File: config.mk
export PLATFORM = sky130hd
export DESIGN_NAME = bc_block_comparator
export DESIGN_NICKNAME = d
export VERILOG_FILES = /design/src/logic/bc_range_check.v /design/src/logic/bc_block_comparator.v
export VERILOG_INCLUDE_DIRS = /design/src /design/src/common
export SDC_FILE = /design/constraint.sdc
export NUM_CORES = 1
export LEC_CHECK = 0
export BUFFER_PORTS_ARGS = -buffer_cell sky130_fd_sc_hd__clkbuf_2
export CORE_MARGIN = 2
export CORE_UTILIZATION = 61
export DETAILED_ROUTE_END_ITERATION = 8
export PLACE_DENSITY_LB_ADDON = 0.05
export SETUP_SLACK_MARGIN = 0.5
export SYNTH_ARGS = -nofsm -noshare
export SYNTH_HDL_FRONTEND = slang
export SYNTH_HIERARCHICAL = 1
export SYNTH_SLANG_ARGS = --single-unit
export TNS_END_PERCENT = 10
File: constraint.sdc
create_clock -name clock_i -period 4.7 [get_ports clock_i]
set_input_delay 0.47 -clock clock_i [delete_from_list [all_inputs] [get_ports clock_i]]
set_output_delay 0.47 -clock clock_i [all_outputs]
set_load 0.02 [all_outputs]
File: src/common/bc_consts.vh
// Constants shared by the marker block comparator design files
`ifndef BC_CONSTS_VH
`define BC_CONSTS_VH

// ****************************************************************
// Marker memory geometry
// ****************************************************************
`define BC_MEM_BYTES     32'h0000_0180
`define BC_MB_LAST       32'h0000_0180
`define BC_MW_LAST       32'h0000_00C0
`define BC_MD_LAST       32'h0000_0060
`define BC_ADDR_W        9
`define BC_SUM_W         10
`define BC_MEM_END       10'h180

// ****************************************************************
// Byte count limits
// ****************************************************************
`define BC_COUNT_MIN     32'h0000_0001
`define BC_COUNT_MAX     32'h0000_017F

// ****************************************************************
// Operand source kinds for the two range start inputs
// ****************************************************************
`define BC_SRC_CONST     3'h0
`define BC_SRC_MB        3'h1
`define BC_SRC_MW        3'h2
`define BC_SRC_MD        3'h3
`define BC_SRC_AIN       3'h4
`define BC_SRC_AOUT      3'h5
`define BC_SRC_BLKVAL    3'h6

`endif

File: src/logic/bc_range_check.v
// Start address resolution and error evaluation for the block comparator
`timescale 1ns/1ns
`include "bc_consts.vh"

module bc_range_check (
  // Range start operands
  input  wire [2:0]  first_src_kind_i,
  input  wire [31:0] first_range_start_i,
  input  wire [2:0]  second_src_kind_i,
  input  wire [31:0] second_range_start_i,
  // Byte count operand value
  input  wire [31:0] byte_count_i,
  // Resolved ranges and error conditions
  output wire [8:0]  first_addr_o,
  output wire [8:0]  second_addr_o,
  output wire [8:0]  count_o,
  output wire        count_exceeds_o,
  output wire        overlap_o,
  output wire        offset_invalid_o
);

  // ****************************************************************
  // Start resolution: returns {valid, byte address}
  // ****************************************************************
  function [9:0] bc_resolve;
    input [2:0]  kind;
    input [31:0] val;
    reg   [31:0] idx;
    begin
      idx = val - 32'h0000_0001;
      case (kind)
        // Direct byte marker: marker location is the start
        `BC_SRC_MB: begin
          bc_resolve = {(val != 32'h0) && (val <= `BC_MB_LAST), idx[8:0]};
        end
        // Direct word marker: two bytes per word
        `BC_SRC_MW: begin
          bc_resolve = {(val != 32'h0) && (val <= `BC_MW_LAST), idx[7:0], 1'b0};
        end
        // Direct double-word marker: four bytes per double word
        `BC_SRC_MD: begin
          bc_resolve = {(val != 32'h0) && (val <= `BC_MD_LAST), idx[6:0], 2'b00};
        end
        // Constant, analog and block value act as offset from first byte
        `BC_SRC_CONST, `BC_SRC_AIN, `BC_SRC_AOUT, `BC_SRC_BLKVAL: begin
          bc_resolve = {!val[31] && (val < `BC_MEM_BYTES), val[8:0]};
        end
        // Unknown source kind is never valid
        default: begin
          bc_resolve = 10'h000;
        end
      endcase
    end
  endfunction

  wire [9:0]  res1_w     = bc_resolve(first_src_kind_i, first_range_start_i);
  wire [9:0]  res2_w     = bc_resolve(second_src_kind_i, second_range_start_i);
  wire        count_ok_w = !byte_count_i[31] && (byte_count_i >= `BC_COUNT_MIN) &&
                           (byte_count_i <= `BC_COUNT_MAX);
  wire        all_ok_w   = res1_w[9] && res2_w[9] && count_ok_w;
  wire [9:0]  end1_w     = {1'b0, res1_w[8:0]} + {1'b0, byte_count_i[8:0]};
  wire [9:0]  end2_w     = {1'b0, res2_w[8:0]} + {1'b0, byte_count_i[8:0]};

  assign first_addr_o     = res1_w[8:0];
  assign second_addr_o    = res2_w[8:0];
  assign count_o          = byte_count_i[8:0];
  // Either range running past the last double word
  assign count_exceeds_o  = all_ok_w && ((end1_w > `BC_MEM_END) ||
                                         (end2_w > `BC_MEM_END));
  // Second range starting inside the first span
  assign overlap_o        = all_ok_w && (res2_w[8:0] >= res1_w[8:0]) &&
                            ({1'b0, res2_w[8:0]} < end1_w);
  // Start or count outside the permitted marker range
  assign offset_invalid_o = !all_ok_w;

endmodule

File: src/logic/bc_block_comparator.v
// Byte-wise comparator of two marker memory ranges with error flags
`timescale 1ns/1ns
`include "bc_consts.vh"

module bc_block_comparator (
  // Clock and reset
  input  wire        clock_i,
  input  wire        rst_n_i,
  // Scan control
  input  wire        scan_start_i,
  input  wire        compare_activate_coil_i,
  // Range operands
  input  wire [2:0]  first_src_kind_i,
  input  wire [31:0] first_range_start_i,
  input  wire [2:0]  second_src_kind_i,
  input  wire [31:0] second_range_start_i,
  input  wire [31:0] byte_count_i,
  // Marker memory read port
  output reg         mem_rd_en_o,
  output reg  [8:0]  mem_addr_o,
  input  wire [7:0]  mem_rd_data_i,
  // Result flags
  output reg         ranges_match_flag_o,
  output reg         count_exceeds_range_flag_o,
  output reg         ranges_overlap_flag_o,
  output reg         offset_invalid_flag_o,
  output reg         busy_o,
  output reg         compare_done_o
);

  // ****************************************************************
  // State encoding
  // ****************************************************************
  localparam [1:0] ST_IDLE   = 2'h0;  // Waiting for a scan start
  localparam [1:0] ST_READ_A = 2'h1;  // First range byte address on bus
  localparam [1:0] ST_READ_B = 2'h2;  // Second range byte address on bus
  localparam [1:0] ST_CHECK  = 2'h3;  // Both bytes available

  // ****************************************************************
  // Declarations
  // ****************************************************************
  reg  [1:0] state_q;       // Sequencer state
  reg  [8:0] ptr_a_q;       // Current first range address
  reg  [8:0] ptr_b_q;       // Current second range address
  reg  [8:0] remain_q;      // Byte pairs still to compare
  reg  [7:0] byte_a_q;      // Captured first range byte
  reg        all_eq_q;      // Running equality of pairs so far
  wire [8:0] first_addr_w;  // Resolved first start
  wire [8:0] second_addr_w; // Resolved second start
  wire [8:0] count_w;       // Byte count, low bits
  wire       exceeds_w;     // Count exceeds error
  wire       overlap_w;     // Overlap error
  wire       invalid_w;     // Invalid offset error
  wire       any_err_w;     // Any error present

  // Any error blocks a new comparison from being taken
  assign any_err_w = exceeds_w | overlap_w | invalid_w;

  // ****************************************************************
  // Address stepping
  // ****************************************************************
  // Next byte address of a range; both pointers and the bus use it
  function [8:0] bc_next_addr;
    input [8:0] addr;
    begin
      bc_next_addr = addr + 9'h001;
    end
  endfunction

  // ****************************************************************
  // Sequencer timing
  // ****************************************************************
  // The marker memory answers one cycle after an address is shown,
  // so each byte pair costs three cycles:
  //   READ_A : first range address shown, read enable high
  //   READ_B : second range address shown, first byte returns
  //   CHECK  : second byte returns and is folded into the result
  // A count of N therefore takes 3*N cycles from the start edge to
  // the done pulse. The start, pointers and count are latched when
  // the start is taken, so operands may change during a run; the
  // error flags keep following the live operands all the same.
  // Dropping the coil abandons the run without touching the match
  // flag, so a half-compared pair of ranges never reports a result.
  // The read enable drops during CHECK so that the memory is idle
  // while the last fetched byte is being compared.
  // Bytes are paired in ascending address order, first byte of
  // each range first, which gives double words their low byte first.
  // A count of one still runs one full pair; a count of zero is
  // refused by the range check as an invalid value.
  // While idle the memory port stays quiet with read enable low.
  // Reset clears the match flag and every error flag at once.

  // ****************************************************************
  // Address resolution and error evaluation
  // ****************************************************************
  bc_range_check u_range_check (
    .first_src_kind_i     (first_src_kind_i),
    .first_range_start_i  (first_range_start_i),
    .second_src_kind_i    (second_src_kind_i),
    .second_range_start_i (second_range_start_i),
    .byte_count_i         (byte_count_i),
    .first_addr_o         (first_addr_w),
    .second_addr_o        (second_addr_w),
    .count_o              (count_w),
    .count_exceeds_o      (exceeds_w),
    .overlap_o            (overlap_w),
    .offset_invalid_o     (invalid_w)
  );

  // ****************************************************************
  // Error flags, registered every cycle regardless of the coil
  // ****************************************************************
  always @(posedge clock_i or negedge rst_n_i) begin
    if (!rst_n_i) begin
      count_exceeds_range_flag_o <= 1'b0;
      ranges_overlap_flag_o      <= 1'b0;
      offset_invalid_flag_o      <= 1'b0;
    end else begin
      count_exceeds_range_flag_o <= exceeds_w;
      ranges_overlap_flag_o      <= overlap_w;
      offset_invalid_flag_o      <= invalid_w;
    end
  end

  // ****************************************************************
  // Comparison sequencer
  // ****************************************************************
  always @(posedge clock_i or negedge rst_n_i) begin
    if (!rst_n_i) begin
      state_q             <= ST_IDLE;
      ptr_a_q             <= 9'h000;
      ptr_b_q             <= 9'h000;
      remain_q            <= 9'h000;
      byte_a_q            <= 8'h00;
      all_eq_q            <= 1'b1;
      mem_rd_en_o         <= 1'b0;
      mem_addr_o          <= 9'h000;
      ranges_match_flag_o <= 1'b0;
      busy_o              <= 1'b0;
      compare_done_o      <= 1'b0;
    end else begin
      compare_done_o <= 1'b0;
      if ((state_q != ST_IDLE) && !compare_activate_coil_i) begin
        // Coil dropped mid-scan: abandon, match flag keeps old value
        state_q     <= ST_IDLE;
        mem_rd_en_o <= 1'b0;
        busy_o      <= 1'b0;
      end else begin
        case (state_q)
          // Start only when enabled and error free
          ST_IDLE: begin
            if (scan_start_i && compare_activate_coil_i && !any_err_w) begin
              ptr_a_q     <= first_addr_w;
              ptr_b_q     <= second_addr_w;
              remain_q    <= count_w;
              all_eq_q    <= 1'b1;
              mem_addr_o  <= first_addr_w;
              mem_rd_en_o <= 1'b1;
              busy_o      <= 1'b1;
              state_q     <= ST_READ_A;
            end
          end
          // Present the second range address
          ST_READ_A: begin
            mem_addr_o <= ptr_b_q;
            state_q    <= ST_READ_B;
          end
          // First range byte returns now
          ST_READ_B: begin
            byte_a_q    <= mem_rd_data_i;
            mem_rd_en_o <= 1'b0;
            state_q     <= ST_CHECK;
          end
          // Second byte returns: fold into result, step ascending
          ST_CHECK: begin
            if (remain_q == 9'h001) begin
              ranges_match_flag_o <= all_eq_q && (byte_a_q == mem_rd_data_i);
              compare_done_o      <= 1'b1;
              busy_o              <= 1'b0;
              state_q             <= ST_IDLE;
            end else begin
              all_eq_q    <= all_eq_q && (byte_a_q == mem_rd_data_i);
              // More pairs left: advance both ranges by one byte
              ptr_a_q     <= bc_next_addr(ptr_a_q);
              ptr_b_q     <= bc_next_addr(ptr_b_q);
              remain_q    <= remain_q - 9'h001;
              // Show the next first range byte address at once
              mem_addr_o  <= bc_next_addr(ptr_a_q);
              mem_rd_en_o <= 1'b1;
              state_q     <= ST_READ_A;
            end
          end
          // Unused code: fall back to idle with the port quiet
          default: begin
            state_q     <= ST_IDLE;
            mem_rd_en_o <= 1'b0;
            busy_o      <= 1'b0;
          end
        endcase
      end
    end
  end

endmodule

Yosys cells after proc, flatten, opt, wreduce, memory -nomap -nowiden
Index checks and enable logic that the tools add are counted.
W data, S select, Z words.
{ "totals": {"word_cells": 132, "regBits": 54} }
{ "op_classes": {"n_bitwise": 3, "order_cmp": 14, "n_eq_ne": 22, "mux": 28, "reduce_logical": 44, "n_addsub": 7} }
{ "ops": {"columns": ["cell", "n"], "rows": [
  ["$le A32 B9 Y1 const B", 3],
  ["$pmux W10 S4", 2],
  ["$le A32 B7 Y1 const B", 2],
  ["$le A32 B8 Y1 const B", 2],
  ["$lt A32 B9 Y1 const B", 2],
  ["$reduce_bool A32 Y1", 2],
  ["$mux W9", 6],
  ["$pmux W9 S2", 3],
  ["$ge A32 B1 Y1 const B", 1],
  ["$pmux W9 S3", 1],
  ["$sub A9 B1 Y9 const B", 3],
  ["$add A9 B9 Y10", 2],
  ["$gt A10 B9 Y1 const B", 2],
  ["$logic_and A1 B1 Y1", 19],
  ["$add A9 B1 Y9 const B", 2],
  ["$eq A3 B3 Y1 const B", 6],
  ["$eq A3 B2 Y1 const B", 4],
  ["$lt A9 B10 Y1", 1],
  ["$mux W1", 10],
  ["$eq A9 B1 Y1 const B", 1],
  ["$ge A9 B9 Y1", 1],
  ["$ne A3 B3 Y1 const B", 3],
  ["$reduce_and A3 Y1", 3],
  ["$eq A8 B8 Y1", 1],
  ["other kinds (20)", 36]
]} }

Depth between registers and ports, before layout
{ "depth": {"depth_word": 14, "mapped_depth": 28} }

By module
The synthesis kept the hierarchy.
{ "modules_own_cells": {"columns": ["module", "cells_per_inst", "n_inst", "area_per_inst_um2"], "rows": [
  ["bc_block_comparator", 334, 1, 3239.4],
  ["bc_range_check", 394, 1, 2635.0]
]} }

Worst setup path after synthesis
No wires, ideal clock.
{ "synth_timing": {"path_kind": "input-to-reg", "startpoint": "input first_range_start_i[0]", "endpoint": "register ptr_b_q[5]", "stages": 25, "t_required_ps": 4631, "arrival_time_ps": 4830, "path_slack_ps": -200, "cell_sequence": "clkbuf_1 -> inv_1 -> ha_1 -> nand2b_1 -> mux2i_1 -> a21oi_1 -> nor2_1 -> a21oi_1 -> inv_1 -> ha_1 -> nor2b_1 -> o31ai_1 -> a21oi_1 -> o21ai_0 -> nand2b_1 -> xnor2_1 -> ha_1 -> inv_1 -> nor3_1 -> a221oi_2 -> or4b_1 -> buf_2 -> a21o_1 -> or4_1 -> nand3_1"} }
{ "synth_rtl": {"columns": ["element", "line", "source"], "rows": [
  ["start, declared", "bc_block_comparator.v:14", "input wire [31:0] first_range_start_i,"],
  ["$sub A9 B1 Y9 *", "bc_range_check.v:30", "idx = val - 32'h0000_0001;"],
  ["$pmux W10 S4 *", "bc_range_check.v:31", "case (kind)"],
  ["named net first_addr_w[2]", "bc_block_comparator.v:48", "wire [8:0] first_addr_w;"],
  ["$add A9 B9 Y10 / $ge A9 B9 Y1 (equally long branches)", "bc_range_check.v:61, bc_range_check.v:71", null],
  ["$lt A9 B10 Y1 / $logic_and A1 B1 Y1 (equally long branches)", "bc_range_check.v:72, bc_range_check.v:71", null],
  ["$logic_and A1 B1 Y1 *", "bc_range_check.v:71", "assign overlap_o = all_ok_w && (res2_w[8:0] >= res1_w[8:0]) &&"],
  ["named net overlap_w", "bc_block_comparator.v:52", "wire overlap_w;"],
  ["$or A1 B1 Y1 * (2 in series)", "bc_block_comparator.v:57", "assign any_err_w = exceeds_w | overlap_w | invalid_w;"],
  ["$logic_not A1 Y1 *", "bc_block_comparator.v:152", "if (scan_start_i && compare_activate_coil_i && !any_err_w) begin"],
  ["$logic_and A1 B1 Y1 *", "bc_block_comparator.v:152", null],
  ["$ne A2 B2 Y1 (no source line) *", null, null],
  ["$reduce_and A4 Y1 (no source line) *", null, null],
  ["end signal, assigned", "bc_block_comparator.v:154", "ptr_b_q <= second_addr_w;"],
  ["end signal, assigned", "bc_block_comparator.v:185", "ptr_b_q <= bc_next_addr(ptr_b_q);"],
  ["end, declared", "bc_block_comparator.v:44", "reg [8:0] ptr_b_q;"]
]} }
The timed path passes the listed nets; every way through them passes the cells marked *.
A chain may end at the register's enable or synchronous reset.

Worst setup path in the final report
{ "layout_timing": {"startpoint": "input second_range_start_i[0]", "endpoint": "register mem_addr_o[6]"} }
{ "layout_rtl": {"columns": ["element", "line", "source"], "rows": [
  ["start, declared", "bc_block_comparator.v:16", "input wire [31:0] second_range_start_i,"],
  ["$sub A9 B1 Y9", "bc_range_check.v:30", null],
  ["$pmux W10 S4", "bc_range_check.v:31", null],
  ["named net second_addr_w[1]", "bc_block_comparator.v:49", "wire [8:0] second_addr_w;"],
  ["$add A9 B9 Y10", "bc_range_check.v:62", "wire [9:0] end2_w = {1'b0, res2_w[8:0]} + {1'b0, byte_count_i[8:0]};"],
  ["$gt A10 B9 Y1 (no source line)", null, null],
  ["$logic_or A1 B1 Y1", "bc_range_check.v:68", "assign count_exceeds_o = all_ok_w && ((end1_w > `BC_MEM_END) ||"],
  ["$logic_and A1 B1 Y1", "bc_range_check.v:68", null],
  ["named net exceeds_w", "bc_block_comparator.v:51", "wire exceeds_w;"],
  ["$or A1 B1 Y1 (2 in series)", "bc_block_comparator.v:57", null],
  ["$logic_not A1 Y1", "bc_block_comparator.v:152", null],
  ["$logic_and A1 B1 Y1", "bc_block_comparator.v:152", null],
  ["$ne A2 B2 Y1 (no source line)", null, null],
  ["$reduce_and A4 Y1 (no source line)", null, null],
  ["end signal, assigned", "bc_block_comparator.v:157", "mem_addr_o <= first_addr_w;"],
  ["end signal, assigned", "bc_block_comparator.v:165", "mem_addr_o <= ptr_b_q;"],
  ["end signal, assigned", "bc_block_comparator.v:188", "mem_addr_o <= bc_next_addr(ptr_a_q);"],
  ["end, declared", "bc_block_comparator.v:20", "output reg [8:0] mem_addr_o,"]
]} }
The timed path passes the listed nets, and every way through them passes these cells.

==> results.toml <==
[run_status]
status = "finished with violations"
failed_checks = "setup timing"

[finish]
post_route_cells_drive_above_1_share_pct = 42.9
finish.instance_area_um2 = 8260
layoutNonFillerInstCount = 1090
synthToLayoutAreaGrowth_pct = 40.6
layout_commonest_cell = "sky130_fd_sc_hd__buf_4"
design.final.nets = 1118
most-common-layout-cells = "sky130_fd_sc_hd__buf_4 (141), sky130_fd_sc_hd__clkbuf_2 (121), sky130_fd_sc_hd__dfrtp_1 (53), sky130_fd_sc_hd__nand2_1 (49), sky130_fd_sc_hd__nor2_1 (38)"

[critical_path]
worst-setup-path-type = "input pin to register"
setup.worst_path.end_class = "register"
worst-endpoint-required_ps = 4900
critical_path.startpoint_type = "input pin"
reg2reg_slack_ps = 1130
cp_data_arrival_time_ps = 5030
cp_max_fo = 5

[floorplan]
core_rows = 35
core_area_um2 = 9280
start_util_pct = 63.3
die-area_um2 = 10400
pin_count = 130
die_x_um = 102
fp.dieH_um = 102

[sta]
report.final.hold_viol_count = 0
finalClockSkew_ps = 24.4
setup_tns_ps = -830
clock.fmax_ghz = 0.207
rsz0062_at_grt = "yes"
drv_slew = 0
finalWorstSetupSlack_ps = -121
timing.final.crit_share_pct = 103
tightestPinTransition_ps = 1310
worst_hold_slack_across_all_endpoints_ps = 276
maxSlewHeadroom_pct = 12.7
setup_viol = 20
finalWorstPathRequiredPeriod_ps = 4820

[power]
power.internal_w = 0.000955
powerDensity_nw_per_um2 = 189
comb_power_share_pct = 50.1
fin_total_pwr_w = 0.00156
ir_drop_mv = 0.183
sequentialPowerShare_pct = 31.3
p_leak_nw = 3.81
clockPowerShare_pct = 18.6
switching_share_pct = 38.9
switchingPower_w = 0.000607

[clock_network]
cts_tree = "built"
clock-sinks = 54
clkTransAtPathRegs_ps = 130
cts_max_path_buffers = 2
clk_latency_ps = 330
htree_levels = 2
cts_root_buf = "sky130_fd_sc_hd__clkbuf_8"
tritoncts.num_buffers = 5
ctsHoldBuffers = 0

[synth]
synthArstFlopShare_pct = 100
syn-num-nets = 887
syn_area_per_cell_um2 = 8.07
synth_cell_types = 85
postSynth.topFlopCell = "sky130_fd_sc_hd__dfrtp_1"
synth_edf_count = 0
synth.cell_area_um2 = 5870
synth_sequential_area_ratio_pct = 23.0
netlist_instances = 728
postSynthRegisterBits = 54
yosysWarnings = 6

[route]
dr_total_vias = 7614
drt_iter0_markers = 995
drt_pass1_iterations = 7
finalWirelength_um = 24500
drt-vias-per-instance = 6.99
final_antenna_net_count = 0
routedWlPerCell_um = 22.4
drc = 0

[grt]
grt_use_total_pct = 40.2
grt_most_used_layer = "met2"
antenna_violations_before_repair = 0
met3_usage_pct = 7.46
globalRouteMet1Util_pct = 51.5
grt_remaining_overflow = 0
grt_start_max_net_pins = 55
first_global_vias = 7081
grt_first_pass_wirelength_um = 33400
use_met2_pct = 66.2

[run]
max_cap_viol_count = 0

[worst_hold_path]
min_path_type = "input pin to async pin"

[placed_design]
portBuffers = 129
globalplace.congestion = 0.960
place.detailed.instances = 1059
placed_area_um2 = 7410
dp.final_hpwl_um = 15600
[through the flow]
stage          util, %  worst slack [ps]
6_report          89.0              -121
5_1_grt           88.9              -151
4_1_cts           85.1               146
3_5_place_dp      79.8              -563
3_3_place_gp      79.8              -529
2_1_floorplan        -              42.6
[critical path, cell delays in order]
cell and delay (ps):
sky130_fd_sc_hd__buf_6 100, sky130_fd_sc_hd__inv_4 80, sky130_fd_sc_hd__ha_4 220, sky130_fd_sc_hd__nor2b_4 130, sky130_fd_sc_hd__o21ai_2 140, sky130_fd_sc_hd__nand3_2 130, sky130_fd_sc_hd__inv_2 140, sky130_fd_sc_hd__ha_4 230
sky130_fd_sc_hd__a21o_1 210, sky130_fd_sc_hd__a21o_1 180, sky130_fd_sc_hd__or3_4 380, sky130_fd_sc_hd__mux2i_4 190, sky130_fd_sc_hd__a31oi_4 70, sky130_fd_sc_hd__o41ai_4 360, sky130_fd_sc_hd__a221o_1 250, sky130_fd_sc_hd__a41oi_2 140
sky130_fd_sc_hd__or4b_4 600, sky130_fd_sc_hd__buf_6 160, sky130_fd_sc_hd__o21ai_4 240, sky130_fd_sc_hd__nand3_4 200, sky130_fd_sc_hd__mux2_4 390
[cells by family (layout without fill, tap and decap cells)]
| family | after synthesis | after routing | synth area share (%) |
|---|---|---|---|
| xor gates and xnor gates | 31 | 31 | 4.62 |
| AOI/OAI and AO/OA | 221 | 221 | 25.8 |
| and+or+nand+nor | 259 | 260 | 24.0 |
| DFF | 54 | 54 | 23.0 |
| adders and majority gates | 49 | 49 | 10.6 |
| buffers and inverters | 84 | 315 | 6.45 |
| muxes | 30 | 30 | 5.54 |
| other | 0 | 1 | 0 |
[power by group through the flow]
stage                     logic (W)  registers [W]  clock network (W)
after global placement     0.000581       0.000495                  0
after detailed placement   0.000601       0.000495                  0
final                      0.000783       0.000489           0.000291
after CTS                  0.000663       0.000486           0.000287
after global routing       0.000826       0.000490           0.000302
after floorplan            0.000348       0.000489                  0
[what timing repair did]
item,4_1_cts,5_1_grt
cloned,1,0
pin swaps,33,42
hold endpoints to repair,0,0
setup buffers,11,10
gates resized for setup,67,66
endpoints found under the setup margin,41,41
[synthesized netlist by cell type, types with 11 or more instances]
cell | instances | area [um2]
sky130_fd_sc_hd__mux2_2 | 20 | 225
sky130_fd_sc_hd__ha_1 | 43 | 538
sky130_fd_sc_hd__nand3_1 | 35 | 175
sky130_fd_sc_hd__buf_4 | 11 | 82.6
sky130_fd_sc_hd__nand2b_1 | 12 | 75.1
sky130_fd_sc_hd__clkbuf_1 | 28 | 105
sky130_fd_sc_hd__nor2_1 | 41 | 154
sky130_fd_sc_hd__nor4_1 | 20 | 125
sky130_fd_sc_hd__a21oi_1 | 33 | 165
sky130_fd_sc_hd__xnor2_1 | 22 | 193
sky130_fd_sc_hd__a31oi_1 | 11 | 68.8
sky130_fd_sc_hd__nand2_1 | 51 | 191
sky130_fd_sc_hd__a21o_1 | 14 | 105
sky130_fd_sc_hd__nand4_1 | 13 | 81.3
sky130_fd_sc_hd__inv_1 | 32 | 120
sky130_fd_sc_hd__o21ai_0 | 61 | 305
sky130_fd_sc_hd__nor3_1 | 21 | 105
sky130_fd_sc_hd__a211oi_1 | 11 | 82.6
sky130_fd_sc_hd__dfrtp_1 | 53 | 1330
[state kept, by name, indices dropped and copies added (netlist names)]
name	cells
byte_a_q	8
state_q	2
ranges_overlap_flag_o	1
ranges_match_flag_o	1
count_exceeds_range_flag_o	1
all_eq_q	1
offset_invalid_flag_o	1
remain_q	9
mem_rd_en_o	1
busy_o	1
compare_done_o	1
ptr_a_q	9
ptr_b_q	9
mem_addr_o	9
[area by class of cell]
cell class                      count  area (um2)
Antenna cell                        1        2.50
Inverter                           34         138
Tap cell                          129         161
Clock inverter                      2        15.0
Clock buffer                        6        72.6
Multi-Input combinational cell    591        4720
Fill cell                         458        1020
Timing Repair Buffer              273        1800
Sequential cell                    54        1350
[layer usage]
| layer | part of all wire, % | up-vias |
|---|---|---|
| li1 | - | 3218 |
| met2 | 46 | 675 |
| met3 | 12 | 198 |
| met5 | 0 | - |
| met4 | 7.1 | 0 |
| met1 | 35 | 3523 |
[final timing paths]
check                                                     start                         endpoint  depth (start not counted)
worst min-delay path                                    rst_n_i  ranges_overlap_flag_o$_DFF_PN0_                          2
min in group clock_i                           mem_rd_data_i[6]          byte_a_q[6]$_DFFE_PN0P_                          2
worst min register to register  ranges_match_flag_o$_DFFE_PN0P_  ranges_match_flag_o$_DFFE_PN0P_                          1
worst max register to register          remain_q[6]$_DFFE_PN0P_        mem_addr_o[2]$_DFFE_PN0P_                          4
worst max-delay path                    second_range_start_i[0]        mem_addr_o[6]$_DFFE_PN0P_                         21
max in group asynchronous                               rst_n_i          remain_q[2]$_DFFE_PN0P_                          2
Power figures use the tool's default switching activity.
